## src/gg_defines.svh

```systemverilog
// Register offsets, reset values and timing counts of the gauge register bank.
// Assumes inclusion by bare name from the design files.
`ifndef GG_DEFINES_SVH
`define GG_DEFINES_SVH

// Register addresses (seven-bit command address field)
`define GG_ADDR_TEMP_FUEL   7'h02
`define GG_ADDR_COUNT_HIGH  7'h03
`define GG_ADDR_PACK_TAG    7'h04
`define GG_ADDR_LEARNED     7'h05
`define GG_ADDR_SEC_FLAGS   7'h06
`define GG_ADDR_PULLDOWN    7'h07
`define GG_ADDR_PULLUP      7'h08
`define GG_ADDR_TALLY       7'h09
`define GG_ADDR_NOISE_BAND  7'h0a
`define GG_ADDR_COUNT_LOW   7'h17
`define GG_ADDR_SOFT_RESET  7'h39

// Command byte write bit and soft reset data byte
`define GG_CMD_WRITE_BIT    7
`define GG_SOFT_RESET_CODE  8'h80

// Secondary flag fields
`define GG_SF_RATE_BIT      7
`define GG_SF_REGIME_LSB    4
`define GG_SF_OVERLOAD_BIT  0
`define GG_REGIME_LIGHT     3'h0
`define GG_REGIME_HEAVY     3'h1

// Reset values and limits
`define GG_NOISE_BAND_RST   8'h00
`define GG_TALLY_MAX        8'hff
`define GG_TALLY_STALE      8'h40
`define GG_SELF_DSG_LIMIT   13'h1000

// Temperature bands and capacity scaling
`define GG_TEMP_LOW_C       (-30)
`define GG_TEMP_HIGH_C      80
`define GG_TEMP_COLD_C      (-20)
`define GG_TEMP_HYST_C      10
`define GG_TEMP_CODE_MAX    4'hc
`define GG_FUEL_MAX         4'hf

// Recharge threshold 0.94 as 47/50
`define GG_FULL_NUM         47
`define GG_FULL_DEN         50

// Sampling resume delay after overload
`define GG_CLK_KHZ          250000
`define GG_RESUME_MS        500

// Efficiency: one count in N is dropped
`define GG_EFF_FAST_N       32
`define GG_EFF_TRICKLE_N    16

`endif

```

## src/gg_pkg.sv

```systemverilog
// Types shared by the gauge register bank.
// Assumes nothing of its surroundings.
package gg_pkg;

  // Serial command engine state, Gray coded along receive, write, send
  typedef enum logic [1:0] {
    GG_RX_CMD  = 2'h0,
    GG_RX_DATA = 2'h1,
    GG_TX_DATA = 2'h3
  } gg_link_state_type;

endpackage

```

## src/gg_sync3.sv

```systemverilog
// Three-stage synchroniser for a pin level.
// Assumes an asynchronous input and one clock.
`timescale 1ns/1ns
module gg_sync3 (
  // Clock and reset
  input  wire logic i_ref_clk,
  input  wire logic i_rst,
  // Level in and out
  input  wire logic i_level,
  output logic      o_level
);

  logic [2:0] stage_r;
  logic       level_r;

  ////////////////////////////////////////////////////////////////////////////
  // Shift chain; the first stage feeds only the second
  always_ff @(posedge i_ref_clk or posedge i_rst) begin
    if (i_rst) begin
      stage_r <= 3'h0;
    end else begin
      stage_r <= {stage_r[1:0], i_level};
    end
  end

  // Level changes once stages two and three agree
  always_ff @(posedge i_ref_clk or posedge i_rst) begin
    if (i_rst) begin
      level_r <= 1'b0;
    end else if (stage_r[1] == stage_r[2]) begin
      level_r <= stage_r[2];
    end
  end

  assign o_level = level_r;

endmodule

```

## src/gg_register_bank.sv

```systemverilog
// Register file and bookkeeping of a battery fuel gauge.
// Assumes a bit engine on the same clock that times the single-wire link,
// and sensing units that deliver temperature, comparisons and count events.
`timescale 1ns/1ns
`include "gg_defines.svh"
module gg_register_bank #(
  parameter int RESUME_CYCLES = `GG_RESUME_MS * `GG_CLK_KHZ,
  parameter int EFF_FAST_N    = `GG_EFF_FAST_N,
  parameter int EFF_TRICKLE_N = `GG_EFF_TRICKLE_N
) (
  // Clock and reset
  input  wire logic              i_ref_clk,
  input  wire logic              i_rst,
  // Link bit engine
  input  wire logic              i_rx_bit_valid,
  input  wire logic              i_rx_bit,
  input  wire logic              i_tx_bit_take,
  output logic                   o_tx_valid,
  output logic                   o_tx_bit,
  // Sensing inputs
  input  wire logic signed [7:0] i_temp_c,
  input  wire logic              i_below_150mv,
  input  wire logic              i_below_250mv,
  input  wire logic              i_charge_active,
  input  wire logic              i_rate_fast,
  input  wire logic              i_charge_count,
  input  wire logic              i_discharge_count,
  input  wire logic              i_self_discharge,
  input  wire logic              i_valid_charge,
  input  wire logic              i_first_empty_warning,
  // Program pins
  input  wire logic [7:0]        i_programmed_full_capacity,
  input  wire logic              i_nac_preload_pin,
  input  wire logic [5:0]        i_pin_pulldown_map,
  input  wire logic [5:0]        i_pin_pullup_map,
  // Status to surrounding units
  output logic [7:0]             o_noise_band_setting,
  output logic                   o_charge_rate_flag,
  output logic                   o_sample_enable,
  output logic                   o_stale_capacity_flag,
  output logic                   o_pack_swap_flag,
  output logic                   o_valid_discharge_flag
);

  ////////////////////////////////////////////////////////////////////////////
  // Declarations
  gg_pkg::gg_link_state_type state_r;
  logic [7:0]  rx_sr_r;
  logic [2:0]  bit_cnt_r;
  logic [6:0]  addr_r;
  logic [7:0]  tx_sr_r;
  logic        tx_valid_r;
  logic        wr_pulse;
  logic [7:0]  wr_data;
  logic [7:0]  rx_next;
  logic        init_pend_r;
  logic        soft_rst_r;
  logic        do_init;
  logic        preload;
  logic [15:0] remaining_charge_count_r;
  logic [7:0]  learned_full_capacity_r;
  logic [7:0]  pack_type_tag_r;
  logic [7:0]  noise_band_r;
  logic [7:0]  recharge_tally_r;
  logic        tally_high_done_r;
  logic        tally_inc;
  logic        stale_r;
  logic        swap_r;
  logic        vdq_r;
  logic [15:0] dsg_meas_r;
  logic [12:0] self_dsg_r;
  logic        rate_r;
  logic        charge_active_r;
  logic        overload_r;
  logic        regime_heavy_r;
  logic        sample_en_r;
  logic [31:0] resume_cnt_r;
  logic        cold_r;
  logic [5:0]  eff_cnt_r;
  logic        eff_skip;
  logic        edv_valid;
  logic        learn;
  logic        above_full_thr;
  logic        at_full;
  logic        temp_warm;
  logic [3:0]  temp_code;
  logic [3:0]  fuel_sixteenths;

  ////////////////////////////////////////////////////////////////////////////
  // Functions

  // Band code of a temperature
  function automatic logic [3:0] band_code(input logic signed [7:0] t);
    logic signed [9:0] shifted;
    shifted = 10'(t) + 10'sd40;
    if (t < `GG_TEMP_LOW_C) begin
      band_code = 4'h0;
    end else if (t >= `GG_TEMP_HIGH_C) begin
      band_code = `GG_TEMP_CODE_MAX;
    end else begin
      band_code = 4'(shifted / 10'sd10);
    end
  endfunction

  // Sixteenths of a full reference held by a scaled count (quarters)
  function automatic logic [3:0] sixteenths(input logic [15:0] remaining_charge_count,
                                            input logic [2:0]  quarters,
                                            input logic [7:0]  full);
    logic [23:0] scaled;
    logic [23:0] step;
    logic [3:0]  n;
    scaled = 24'(remaining_charge_count) * 24'(quarters) * 24'd4;
    step   = {8'h00, full, 8'h00};
    n      = 4'h0;
    for (int k = 1; k <= 15; k++) begin
      if (scaled >= step * 24'(k)) begin
        n = 4'(k);
      end
    end
    sixteenths = n;
  endfunction

  ////////////////////////////////////////////////////////////////////////////
  // Preload pin passes a three-stage synchroniser
  gg_sync3 u_preload_sync (
    .i_ref_clk (i_ref_clk),
    .i_rst     (i_rst),
    .i_level   (i_nac_preload_pin),
    .o_level   (preload)
  );

  ////////////////////////////////////////////////////////////////////////////
  // Link command engine: bytes arrive and leave LSB first
  assign rx_next = {i_rx_bit, rx_sr_r[7:1]};
  assign wr_pulse = (state_r == gg_pkg::GG_RX_DATA) && i_rx_bit_valid &&
                    (bit_cnt_r == 3'h7);
  assign wr_data  = rx_next;

  // Register read decode; unmapped addresses read zero
  function automatic logic [7:0] reg_read(input logic [6:0] a);
    unique case (a)
      `GG_ADDR_TEMP_FUEL:  reg_read = {temp_code, fuel_sixteenths};
      `GG_ADDR_COUNT_HIGH: reg_read = remaining_charge_count_r[15:8];
      `GG_ADDR_COUNT_LOW:  reg_read = remaining_charge_count_r[7:0];
      `GG_ADDR_PACK_TAG:   reg_read = pack_type_tag_r;
      `GG_ADDR_LEARNED:    reg_read = learned_full_capacity_r;
      `GG_ADDR_SEC_FLAGS:  reg_read = {rate_r,
                                       regime_heavy_r ? `GG_REGIME_HEAVY
                                                      : `GG_REGIME_LIGHT,
                                       3'h0, overload_r};
      `GG_ADDR_PULLDOWN:   reg_read = {2'h0, i_pin_pulldown_map};
      `GG_ADDR_PULLUP:     reg_read = {2'h0, i_pin_pullup_map};
      `GG_ADDR_TALLY:      reg_read = recharge_tally_r;
      `GG_ADDR_NOISE_BAND: reg_read = noise_band_r;
      default:             reg_read = 8'h00;
    endcase
  endfunction

  // Receive, decode and send state machine
  always_ff @(posedge i_ref_clk or posedge i_rst) begin
    if (i_rst) begin
      state_r    <= gg_pkg::GG_RX_CMD;
      rx_sr_r    <= 8'h00;
      bit_cnt_r  <= 3'h0;
      addr_r     <= 7'h00;
      tx_sr_r    <= 8'h00;
      tx_valid_r <= 1'b0;
    end else begin
      unique case (state_r)
        gg_pkg::GG_RX_CMD, gg_pkg::GG_RX_DATA: begin
          if (i_rx_bit_valid) begin
            rx_sr_r   <= rx_next;
            bit_cnt_r <= bit_cnt_r + 3'h1;
            if (bit_cnt_r == 3'h7 && state_r == gg_pkg::GG_RX_DATA) begin
              state_r <= gg_pkg::GG_RX_CMD;
            end else if (bit_cnt_r == 3'h7) begin
              addr_r <= rx_next[6:0];
              if (rx_next[`GG_CMD_WRITE_BIT]) begin
                state_r <= gg_pkg::GG_RX_DATA;
              end else begin
                tx_sr_r    <= reg_read(rx_next[6:0]);
                tx_valid_r <= 1'b1;
                state_r    <= gg_pkg::GG_TX_DATA;
              end
            end
          end
        end
        gg_pkg::GG_TX_DATA: begin
          if (i_tx_bit_take) begin
            tx_sr_r   <= {1'b0, tx_sr_r[7:1]};
            bit_cnt_r <= bit_cnt_r + 3'h1;
            if (bit_cnt_r == 3'h7) begin
              tx_valid_r <= 1'b0;
              state_r    <= gg_pkg::GG_RX_CMD;
            end
          end
        end
        default: begin
          state_r <= gg_pkg::GG_RX_CMD;
        end
      endcase
    end
  end

  ////////////////////////////////////////////////////////////////////////////
  // Device reset: once after release, and on a soft reset write
  always_ff @(posedge i_ref_clk or posedge i_rst) begin
    if (i_rst) begin
      init_pend_r <= 1'b1;
      soft_rst_r  <= 1'b0;
    end else begin
      init_pend_r <= 1'b0;
      soft_rst_r  <= wr_pulse && addr_r == `GG_ADDR_SOFT_RESET &&
                     wr_data == `GG_SOFT_RESET_CODE;
    end
  end
  assign do_init = init_pend_r | soft_rst_r;

  ////////////////////////////////////////////////////////////////////////////
  // Temperature band, cold scaling with hysteresis, capacity readout
  assign temp_code = band_code(i_temp_c);
  assign temp_warm = (i_temp_c >= 8'sd0);

  // Cold below 0 degC, warm again only from 10 degC
  always_ff @(posedge i_ref_clk or posedge i_rst) begin
    if (i_rst) begin
      cold_r <= 1'b0;
    end else if (i_temp_c < 8'sd0) begin
      cold_r <= 1'b1;
    end else if (i_temp_c >= `GG_TEMP_HYST_C) begin
      cold_r <= 1'b0;
    end
  end

  assign fuel_sixteenths = sixteenths(remaining_charge_count_r,
                             !cold_r ? 3'h4 :
                             (i_temp_c < `GG_TEMP_COLD_C) ? 3'h2 : 3'h3,
                             learned_full_capacity_r);

  ////////////////////////////////////////////////////////////////////////////
  // Secondary flags: charge rate, discharge regime, overload
  always_ff @(posedge i_ref_clk or posedge i_rst) begin
    if (i_rst) begin
      charge_active_r <= 1'b0;
      rate_r          <= 1'b0;
      overload_r      <= 1'b0;
      regime_heavy_r  <= 1'b0;
    end else begin
      charge_active_r <= i_charge_active;
      overload_r      <= i_below_250mv;
      regime_heavy_r  <= i_below_150mv;
      if (i_charge_active && !charge_active_r) begin
        rate_r <= 1'b1;
      end else if (!i_rate_fast) begin
        rate_r <= 1'b0;
      end
    end
  end

  // End-of-discharge sampling halts in overload, resumes after the delay
  always_ff @(posedge i_ref_clk or posedge i_rst) begin
    if (i_rst) begin
      sample_en_r  <= 1'b1;
      resume_cnt_r <= 32'h0000_0000;
    end else if (overload_r) begin
      sample_en_r  <= 1'b0;
      resume_cnt_r <= 32'h0000_0000;
    end else if (!sample_en_r) begin
      if (resume_cnt_r == 32'(RESUME_CYCLES - 1)) begin
        sample_en_r <= 1'b1;
      end else begin
        resume_cnt_r <= resume_cnt_r + 32'h0000_0001;
      end
    end
  end

  ////////////////////////////////////////////////////////////////////////////
  // Charge efficiency: drop one count in N, N set by the rate regime
  always_ff @(posedge i_ref_clk or posedge i_rst) begin
    if (i_rst) begin
      eff_cnt_r <= 6'h00;
    end else if (i_charge_count) begin
      eff_cnt_r <= eff_skip ? 6'h00 : eff_cnt_r + 6'h01;
    end
  end
  assign eff_skip = (eff_cnt_r == 6'(rate_r ? EFF_FAST_N - 1 : EFF_TRICKLE_N - 1));

  assign edv_valid = i_first_empty_warning & sample_en_r;
  assign at_full   = remaining_charge_count_r[15:8] >= learned_full_capacity_r;
  assign above_full_thr = 24'(remaining_charge_count_r) * 24'(`GG_FULL_DEN) >=
                          24'({learned_full_capacity_r, 8'h00}) * 24'(`GG_FULL_NUM);
  assign learn = edv_valid && vdq_r && temp_warm &&
                 self_dsg_r < `GG_SELF_DSG_LIMIT;

  ////////////////////////////////////////////////////////////////////////////
  // Remaining charge counter
  always_ff @(posedge i_ref_clk or posedge i_rst) begin
    if (i_rst) begin
      remaining_charge_count_r <= 16'h0000;
    end else if (do_init) begin
      remaining_charge_count_r <= preload ? {i_programmed_full_capacity, 8'h00}
                                          : 16'h0000;
    end else if (edv_valid) begin
      remaining_charge_count_r <= 16'h0000;
    end else if (wr_pulse && addr_r == `GG_ADDR_COUNT_HIGH) begin
      remaining_charge_count_r[15:8] <= wr_data;
    end else if (i_charge_count && !eff_skip &&
                 remaining_charge_count_r != 16'hffff) begin
      remaining_charge_count_r <= remaining_charge_count_r + 16'h0001;
    end else if ((i_discharge_count || i_self_discharge) &&
                 remaining_charge_count_r != 16'h0000) begin
      remaining_charge_count_r <= remaining_charge_count_r - 16'h0001;
    end
  end

  ////////////////////////////////////////////////////////////////////////////
  // Host storage registers
  always_ff @(posedge i_ref_clk) begin
    if (wr_pulse && addr_r == `GG_ADDR_PACK_TAG) begin
      pack_type_tag_r <= wr_data;
    end
  end

  always_ff @(posedge i_ref_clk or posedge i_rst) begin
    if (i_rst) begin
      noise_band_r <= `GG_NOISE_BAND_RST;
    end else if (wr_pulse && addr_r == `GG_ADDR_NOISE_BAND) begin
      noise_band_r <= wr_data;
    end
  end

  ////////////////////////////////////////////////////////////////////////////
  // Learned capacity, discharge measurement and self-discharge count
  always_ff @(posedge i_ref_clk or posedge i_rst) begin
    if (i_rst) begin
      learned_full_capacity_r <= 8'h00;
    end else if (do_init) begin
      learned_full_capacity_r <= i_programmed_full_capacity;
    end else if (learn) begin
      learned_full_capacity_r <= dsg_meas_r[15:8];
    end else if (wr_pulse && addr_r == `GG_ADDR_LEARNED) begin
      learned_full_capacity_r <= wr_data;
    end
  end

  // Valid discharge starts with the first discharge count from full
  always_ff @(posedge i_ref_clk or posedge i_rst) begin
    if (i_rst) begin
      vdq_r      <= 1'b0;
      dsg_meas_r <= 16'h0000;
      self_dsg_r <= 13'h0000;
    end else if (do_init || edv_valid || i_valid_charge ||
                 self_dsg_r >= `GG_SELF_DSG_LIMIT) begin
      vdq_r <= 1'b0;
    end else if (i_discharge_count && at_full) begin
      vdq_r      <= 1'b1;
      dsg_meas_r <= 16'h0001;
      self_dsg_r <= 13'h0000;
    end else if (vdq_r) begin
      if (i_discharge_count || i_self_discharge) begin
        dsg_meas_r <= dsg_meas_r + 16'h0001;
      end
      if (i_self_discharge) begin
        self_dsg_r <= self_dsg_r + 13'h0001;
      end
    end
  end

  ////////////////////////////////////////////////////////////////////////////
  // Recharge tally and stale capacity flag
  // A valid charge that the tally really counts; stale follows the same count
  assign tally_inc = i_valid_charge && !(above_full_thr && tally_high_done_r) &&
                     recharge_tally_r != `GG_TALLY_MAX;

  always_ff @(posedge i_ref_clk or posedge i_rst) begin
    if (i_rst) begin
      recharge_tally_r  <= 8'h00;
      tally_high_done_r <= 1'b0;
    end else if (do_init || learn) begin
      recharge_tally_r  <= 8'h00;
      tally_high_done_r <= 1'b0;
    end else begin
      if (!above_full_thr) begin
        tally_high_done_r <= 1'b0;
      end else if (i_valid_charge) begin
        tally_high_done_r <= 1'b1;
      end
      if (tally_inc) begin
        recharge_tally_r <= recharge_tally_r + 8'h01;
      end
    end
  end

  // Stale flag: set at reset and at tally 64, cleared by learning
  always_ff @(posedge i_ref_clk or posedge i_rst) begin
    if (i_rst) begin
      stale_r <= 1'b1;
    end else if (do_init) begin
      stale_r <= 1'b1;
    end else if (tally_inc && recharge_tally_r == `GG_TALLY_STALE - 8'h01) begin
      stale_r <= 1'b1;
    end else if (learn) begin
      stale_r <= 1'b0;
    end
  end

  // Pack swap flag: set by reset, cleared by a valid charge while at full
  always_ff @(posedge i_ref_clk or posedge i_rst) begin
    if (i_rst) begin
      swap_r <= 1'b1;
    end else if (do_init) begin
      swap_r <= 1'b1;
    end else if (i_valid_charge && at_full) begin
      swap_r <= 1'b0;
    end
  end

  ////////////////////////////////////////////////////////////////////////////
  // Outputs straight from flip-flops
  assign o_tx_valid             = tx_valid_r;
  assign o_tx_bit               = tx_sr_r[0];
  assign o_noise_band_setting   = noise_band_r;
  assign o_charge_rate_flag     = rate_r;
  assign o_sample_enable        = sample_en_r;
  assign o_stale_capacity_flag  = stale_r;
  assign o_pack_swap_flag       = swap_r;
  assign o_valid_discharge_flag = vdq_r;

endmodule

```

## config.mk

```make
export PLATFORM = sky130hd
export DESIGN_NAME = gg_register_bank
export DESIGN_NICKNAME = d
export VERILOG_FILES = /design/src/gg_pkg.sv /design/src/gg_sync3.sv /design/src/gg_register_bank.sv
export VERILOG_INCLUDE_DIRS = /design/src
export SDC_FILE = /design/constraint.sdc
export NUM_CORES = 1
export LEC_CHECK = 0
export BUFFER_PORTS_ARGS = -buffer_cell sky130_fd_sc_hd__buf_2
export CORE_MARGIN = 2
export CORE_UTILIZATION = 50
export CTS_BUF_LIST = sky130_fd_sc_hd__clkbuf_4
export DETAILED_ROUTE_END_ITERATION = 6
export PLACE_DENSITY = 0.72
export REMOVE_ABC_BUFFERS = 1
export SLEW_MARGIN = 25
export SYNTH_ARGS = -nofsm -noshare
export SYNTH_HDL_FRONTEND = slang
export SYNTH_SLANG_ARGS = --single-unit
export TNS_END_PERCENT = 50
```

## constraint.sdc

```tcl
create_clock -name i_ref_clk -period 5.89 [get_ports i_ref_clk]
set_input_delay 0.2945 -clock i_ref_clk [delete_from_list [all_inputs] [get_ports i_ref_clk]]
set_output_delay 0.2945 -clock i_ref_clk [all_outputs]
set_load 0.05 [all_outputs]
```

# Word-level counts from Yosys, hierarchy flattened
# Cells that the tools add are included.
[op_classes] muxes=84 n_div=1 add_sub_neg=9 eq_ne=37 n_reduce_logical=55 magnitude_cmp=25 mul=14 bitwise=4
[op_table] op="$ge A21 B20 Y1" n=7
[op_table] op="$mux W16" n=8
[op_table] op="$mux W32" n=3
[op_table] op="$mux W8" n=12
[op_table] op="$ge A21 B19 Y1" n=4
[op_table] op="$pmux W8 S10" n=1
[op_table] op="$mux W4" n=16
[op_table] op="$mul A8 B4 Y12 const B" n=4
[op_table] op="$mul A8 B3 Y11 const B" n=4
[op_table] op="$eq A7 B3 Y1 const B" n=6
[op_table] op="$ge A21 B18 Y1" n=2
[op_table] op="$mux W13" n=3
[op_table] op="$add A16 B1 Y16 const B" n=2
[op_table] op="$add A32 B1 Y32 const B" n=1
[op_table] op="$eq A32 B27 Y1 const B" n=1
[op_table] op="$mul A8 B2 Y10 const B" n=3
[op_table] op="$eq A7 B4 Y1 const B" n=4
[op_table] op="$mux W1" n=26
[op_table] op="$ge A22 B22 Y1" n=1
[op_table] op="$logic_and A1 B1 Y1" n=22
[op_table] op="$eq A7 B2 Y1 const B" n=3
[op_table] op="$ge A21 B16 Y1" n=1
[op_table] op="$ge A21 B17 Y1" n=1
[op_table] op="$mul A16 B5 Y21 const B" n=1
[op_table] op="57 further kinds" n=93
[totals] inputBits=43 reg_bits=160 elab_cells=259 out_inout_bits=15

# Longest topological paths before layout
[depth] ltp_word=26 mapped_depth=29 ltp_nobuf=27

# Modules after synthesis
# Synthesis repeated with hierarchy kept, for this count alone.
[unflattened] hier_cells=2315 hier_area_um2=19687.6
[by_module_without_submodules] mod="gg_register_bank" seq_area_each_um2=3923.8 instances=1 cells_each=2309 area_each_um2=19572.5
[by_module_without_submodules] mod="gg_sync3" seq_area_each_um2=100.1 instances=1 cells_each=6 area_each_um2=115.1

# Least setup slack after synthesis
# OpenSTA, ideal clock, no wires.
[synth_timing] kind="in2reg" from="in i_temp_c[7]" to="reg tx_sr_r[3]" required_ps=5772 setup_slack_ps=-316 path_stages=29 setup_time_ps=118 arrival_ps=6088 path_buffers=2 path_cell_list="clkbuf_1 > nor2b_1 > a22oi_1 > clkbuf_1 > and3_1 > fa_1 > ha_1 > inv_1 > fa_1 > nand2b_1 > a21oi_1 > o21ai_0 > nand2b_1 > and2_1 > o21a_1 > nor2_1 > xnor2_1 > ha_1 > nor2b_1 > o21a_1 > o21ai_0 > a21oi_1 > nor3_1 > nor2_1 > or4b_1 > or3_1 > nor3_1 > o21ai_1 > a21o_1"
[synth_between] elab_chain_cells=24 elab_cells_between_ends=36 cone_classes="mul: 1; order compare: 14; mux: 21"
[synth_lines] element="from (decl)" line_no="gg_register_bank.sv:21" text="input wire logic signed [7:0] i_temp_c,"
[synth_lines] element="$lt A8 B6 Y1 (no line) *"
[synth_lines] element="$mux W1 *" line_no="gg_register_bank.sv:237" text="(i_temp_c < `GG_TEMP_COLD_C) ? 3'h2 : 3'h3,"
[synth_lines] element="$mux W3 *" line_no="gg_register_bank.sv:236" text="!cold_r ? 3'h4 :"
[synth_lines] element="$mul A16 B3 Y19 *" line_no="gg_register_bank.sv:112" text="scaled = 24'(remaining_charge_count) * 24'(quarters) * 24'd4;"
[synth_lines] element="$ge A21 B18 Y1" line_no="gg_register_bank.sv:116" text="if (scaled >= step * 24'(k)) begin"
[synth_lines] element="$mux W4 (12 in series)" line_no="gg_register_bank.sv:116"
[synth_lines] element="$mux W4 *" line_no="gg_register_bank.sv:116"
[synth_lines] element="$pmux W8 S10 *" line_no="gg_register_bank.sv:141" text="unique case (a)"
[synth_lines] element="$mux W8 *" line_no="gg_register_bank.sv:178" text="if (rx_next[`GG_CMD_WRITE_BIT]) begin"
[synth_lines] element="$mux W8 *" line_no="gg_register_bank.sv:176" text="end else if (bit_cnt_r == 3'h7) begin"
[synth_lines] element="$mux W8 *" line_no="gg_register_bank.sv:174" text="if (bit_cnt_r == 3'h7 && state_r == gg_pkg::GG_RX_DATA) begin"
[synth_lines] element="$mux W8 *" line_no="gg_register_bank.sv:171" text="if (i_rx_bit_valid) begin"
[synth_lines] element="$pmux W8 S2 *" line_no="gg_register_bank.sv:169" text="unique case (state_r)"
[synth_lines] element="to (signal assigned)" line_no="gg_register_bank.sv:181" text="tx_sr_r <= reg_read(rx_next[6:0]);"
[synth_lines] element="to (signal assigned)" line_no="gg_register_bank.sv:190" text="tx_sr_r <= {1'b0, tx_sr_r[7:1]};"
[synth_lines] element="to (decl)" line_no="gg_register_bank.sv:51" text="logic [7:0] tx_sr_r;"
# Every way passes the cells marked *; elsewhere a longest branch is shown, timed or not. The select of a mux whose other input is x is not followed.
# A chain may end at the register's enable or synchronous reset.

# Worst setup path in the final report
[layout_timing] from="reg remaining_charge_count_r[2]" to="reg tx_sr_r[1]"
[layout_between] elab_chain_cells=22 elab_cells_between_ends=35 cone_classes="mul: 1; order compare: 14; mux: 20"
[layout_lines] element="from (decl)" line_no="gg_register_bank.sv:60" text="logic [15:0] remaining_charge_count_r;"
[layout_lines] element="from (signal assigned)" line_no="gg_register_bank.sv:301" text="remaining_charge_count_r <= preload ? {i_programmed_full_capacity, 8'h00}"
[layout_lines] element="from (signal assigned)" line_no="gg_register_bank.sv:309" text="remaining_charge_count_r <= remaining_charge_count_r + 16'h0001;"
[layout_lines] element="from (signal assigned)" line_no="gg_register_bank.sv:312" text="remaining_charge_count_r <= remaining_charge_count_r - 16'h0001;"
[layout_lines] element="$mul A16 B3 Y19 *" line_no="gg_register_bank.sv:112"
[layout_lines] element="$ge A21 B17 Y1" line_no="gg_register_bank.sv:116"
[layout_lines] element="$mux W4 (13 in series)" line_no="gg_register_bank.sv:116"
[layout_lines] element="$mux W4 *" line_no="gg_register_bank.sv:116"
[layout_lines] element="$pmux W8 S10 *" line_no="gg_register_bank.sv:141"
[layout_lines] element="$mux W8 *" line_no="gg_register_bank.sv:178"
[layout_lines] element="$mux W8 *" line_no="gg_register_bank.sv:176"
[layout_lines] element="$mux W8 *" line_no="gg_register_bank.sv:174"
[layout_lines] element="$mux W8 *" line_no="gg_register_bank.sv:171"
[layout_lines] element="$pmux W8 S2 *" line_no="gg_register_bank.sv:169"
# Marks and branches as above.

==> metrics.md <==
| Metric | Value |
|---|---|
| Final net count | 2814 |
| Final Skew | 0.0276 ns |
| Final Critical Period | 5.66 ns |
| Final Total Pwr | 13.1 mW |
| Root Buffer | clkbuf_4 |
| Final setup vio count | 0 |
| H-tree Lvls | 4 |
| Die width | 200 um |
| Starting Density | 0.510 |
| Largest cells by area after synthesis | ha_1, dfrtp_1, fa_1, inv_1, xnor2_1 |
| Max Freq | 177 MHz |
| Data arrival time of the critical path | 6.26 ns |
| Final Cell Area | 0.0214 mm^2 |
| Row cnt | 71 |
| Initial antenna violation count | 2 |
| Final Wtd Congestion | 0.968 |
| Drt pass-1 iters | 7 |
| Clk_lat worst skew | 0.64 ns |
| First-pass GRT wire length | 89600 um |
| Synthesized flop and latch total | 159 |
| Critical Path RT | 6.49 ns |
| Slowest CP cell | fa_1 |
| Synth warn | 0 |
| Critical path buffer and inverter count | 6 |
| # IOs | 58 |
| Max_slew headroom | 0.351 |
| Final antenna-violating net count | 0 |
| CP max FO | 7 |
| Total of max-cap violations | 0 |
| CTS tree | done |
| Register area share after synthesis | 0.209 |
| DP Wirelength | 44600 um |
| Syn avg cell area | 8.65 um^2 |
| Crit Path Class | flip-flop to flip-flop |
| Clock Tree Buf Depth | 2 |
| Routed WL | 55800 um |
| Post-DP Area | 0.0207 mm^2 |
| Setup TNS | 0 ns |
| CP most frequent cell | buf_4 |
| EDFF count, synth | 8 |
| Status | finished clean |
| Worst min-delay path category | primary input to flip-flop |
| DRT iter0 DRCs | 1156 |
| Most common cell after layout, fill and taps aside | ha_1 |
| Met1 Resource Use GR | 0.371 |
| Critical Path Source Type | flip-flop |
| Final Hold Fails | 0 |
| Vias per cell | 5.92 |
| Cells after Synth | 2230 |
| Final Max Slew Viols | 0 |
| Critical path endpoint category | flip-flop |
| Synth unique cells | 94 |
| Core Box Area | 0.0378 mm^2 |
| CP top delay family | compound AO/OA/AOI/OAI gates |
| Largest net degree at the start of global routing | 82 |
| CTS clock-pin slew for the worst setup and hold paths | 0.15 ns |
| Mapped cell area | 0.0193 mm^2 |
| Most frequent cells in the layout | ha_1, inv_1, nor2_1 |
| Avg WL per Cell | 19.3 um |
| Ys async rst share | 0.950 |
| Vias | 17100 |
| GR Util met3 | 0.0325 |
| Top-area cell type share of the netlist area | 0.229 |
| Pwr Density | 614 mW/mm^2 |
| Leakage | 10.4 nW |
| Die ar. | 0.0402 mm^2 |
| Worst VDD drop | 443 uV |
| GR Util All Layers | 0.278 |
| Vias in the first global route | 17100 |
| Layout area overhead | 10.7% |
| Chip Height | 200 um |
| Ys flop type | dfrtp_1 |
| Tcrit/Tclk final | 0.961 |
| Layout cells sized above 1 | 0.114 |
| GRT overflow | 0 |
| Gr busiest metal | met2 |
| Total CTS buffers | 17 |
| Port buffer count | 57 |
| GR Layer Usage met2 | 0.469 |
| CP max stage delay | 0.49 ns |
| Synth area leader | ha_1 |
| Hold WS | 0.0490 ns |
| Clock tree sinks | 159 |
| DRC | 0 |
| Slew @ Worst Pin | 0.966 ns |
| Finished Core Util | 0.564 |
==> metal layers <==
layer | routed length [um] | vias up
met5 | 0 | -
li1 | - | 8251
met4 | 1580 | 0
met3 | 2520 | 88
met2 | 26500 | 416
met1 | 25200 | 8324
==> synthesized netlist by cell type, types with 9 or more instances <==
library cell / instances
o21a_1: 25
a211oi_1: 18
nand3_1: 65
o21ai_1: 12
nor3_1: 50
ha_1: 353
dfrtp_1: 147
fa_1: 60
a22oi_1: 10
or3_1: 17
a21oi_1: 134
nor2_1: 165
and3_1: 46
a2111oi_0: 9
nor2b_1: 26
clkbuf_1: 52
a31oi_1: 19
o21bai_1: 24
xor2_1: 64
inv_1: 227
mux2_2: 25
nand4_1: 48
a222oi_1: 10
mux2i_1: 22
a21o_1: 43
xnor2_1: 83
nor4_1: 10
o21ai_0: 116
nand2_1: 149
o211ai_1: 19
nand2b_1: 24
==> cells by family (layout without fill, tap and decap cells) <==
kind of cell	after synthesis	in the layout	synth area share
XOR/XNOR	150	150	0.0693
adder cells (fa/ha/maj)	414	414	0.292
multiplexers	47	47	0.0260
AO/OA/AOI/OAI	526	526	0.182
other	1	4	0.000194
AND/OR/NAND/NOR	646	646	0.166
flip-flops	159	159	0.209
buffers and inverters	287	427	0.0568
==> through the flow <==
stage	instances	worst slack, ns
after floorplan	2172	-0.187
final	2884	0.230
after detailed placement	2825	-0.181
after CTS	2876	0.0141
after global placement	2825	-0.130
after global routing	2884	-0.0765
==> path summary, 6_finish.rpt <==
path	from	endpoint	slack, ns	cells after the start
min in group asynchronous	i_rst	bit_cnt_r[1]$_DFFE_PP0P_	0.29	3
max	remaining_charge_count_r[2]$_DFFE_PP0P_	tx_sr_r[1]$_DFFE_PP0P_	0.23	28
min reg2reg	u_preload_sync.stage_r[0]$_DFF_PP0_	u_preload_sync.stage_r[1]$_DFF_PP0_	0.38	0
max reg2reg	remaining_charge_count_r[2]$_DFFE_PP0P_	tx_sr_r[1]$_DFFE_PP0P_	0.23	28
max in group asynchronous	i_rst	learned_full_capacity_r[5]$_DFFE_PP0P_	4.36	4
min	i_temp_c[1]	cold_r$_DFFE_PP0P_	0.05	4
==> where the power goes <==
part           switching, mW  leakage (nW)  internal, mW
Sequential             0.274          2.04          1.29
Combinational           6.07          8.20          4.75
Clock                  0.425         0.161         0.299
Total                   6.77          10.4          6.34
==> flip-flops by register name (all words and copies together) (netlist names), 6 cells and up <==
signal and count:
pack_type_tag_r 8, dsg_meas_r 16, recharge_tally_r 8, addr_r 7, tx_sr_r 8, self_dsg_r 13, remaining_charge_count_r 16, o_noise_band_setting 8
resume_cnt_r 32, eff_cnt_r 6, rx_sr_r 7, learned_full_capacity_r 8
==> worst register-to-register path, delay by kind of cell (launching register included) <==
kind | cells | cell delay [ns]
adder cells (fa/ha/maj) | 4 | 1.35
flip-flops | 1 | 0.41
buffers and inverters | 6 | 0.79
AO/OA/AOI/OAI | 10 | 1.84
XOR/XNOR | 1 | 0.31
AND/OR/NAND/NOR | 7 | 0.96
==> cell type report <==
class | count | area [um^2]
clock buffer | 18 | 135
multi-input combinational | 1785 | 14300
fill | 3506 | 16500
timing repair buffer | 167 | 1190
sequential | 159 | 4030
inverter | 228 | 861
antenna | 2 | 5.00
clock inverter | 14 | 164
tap | 511 | 639
==> what timing repair did <==
action                                  4_1_cts  5_1_grt
endpoints found under the setup margin        0       13
hold endpoints to repair                     90        0
hold buffers                                 19        0
resized for setup                             0       38
setup buffers                                 0        6
(Power assumes the default switching activity.)
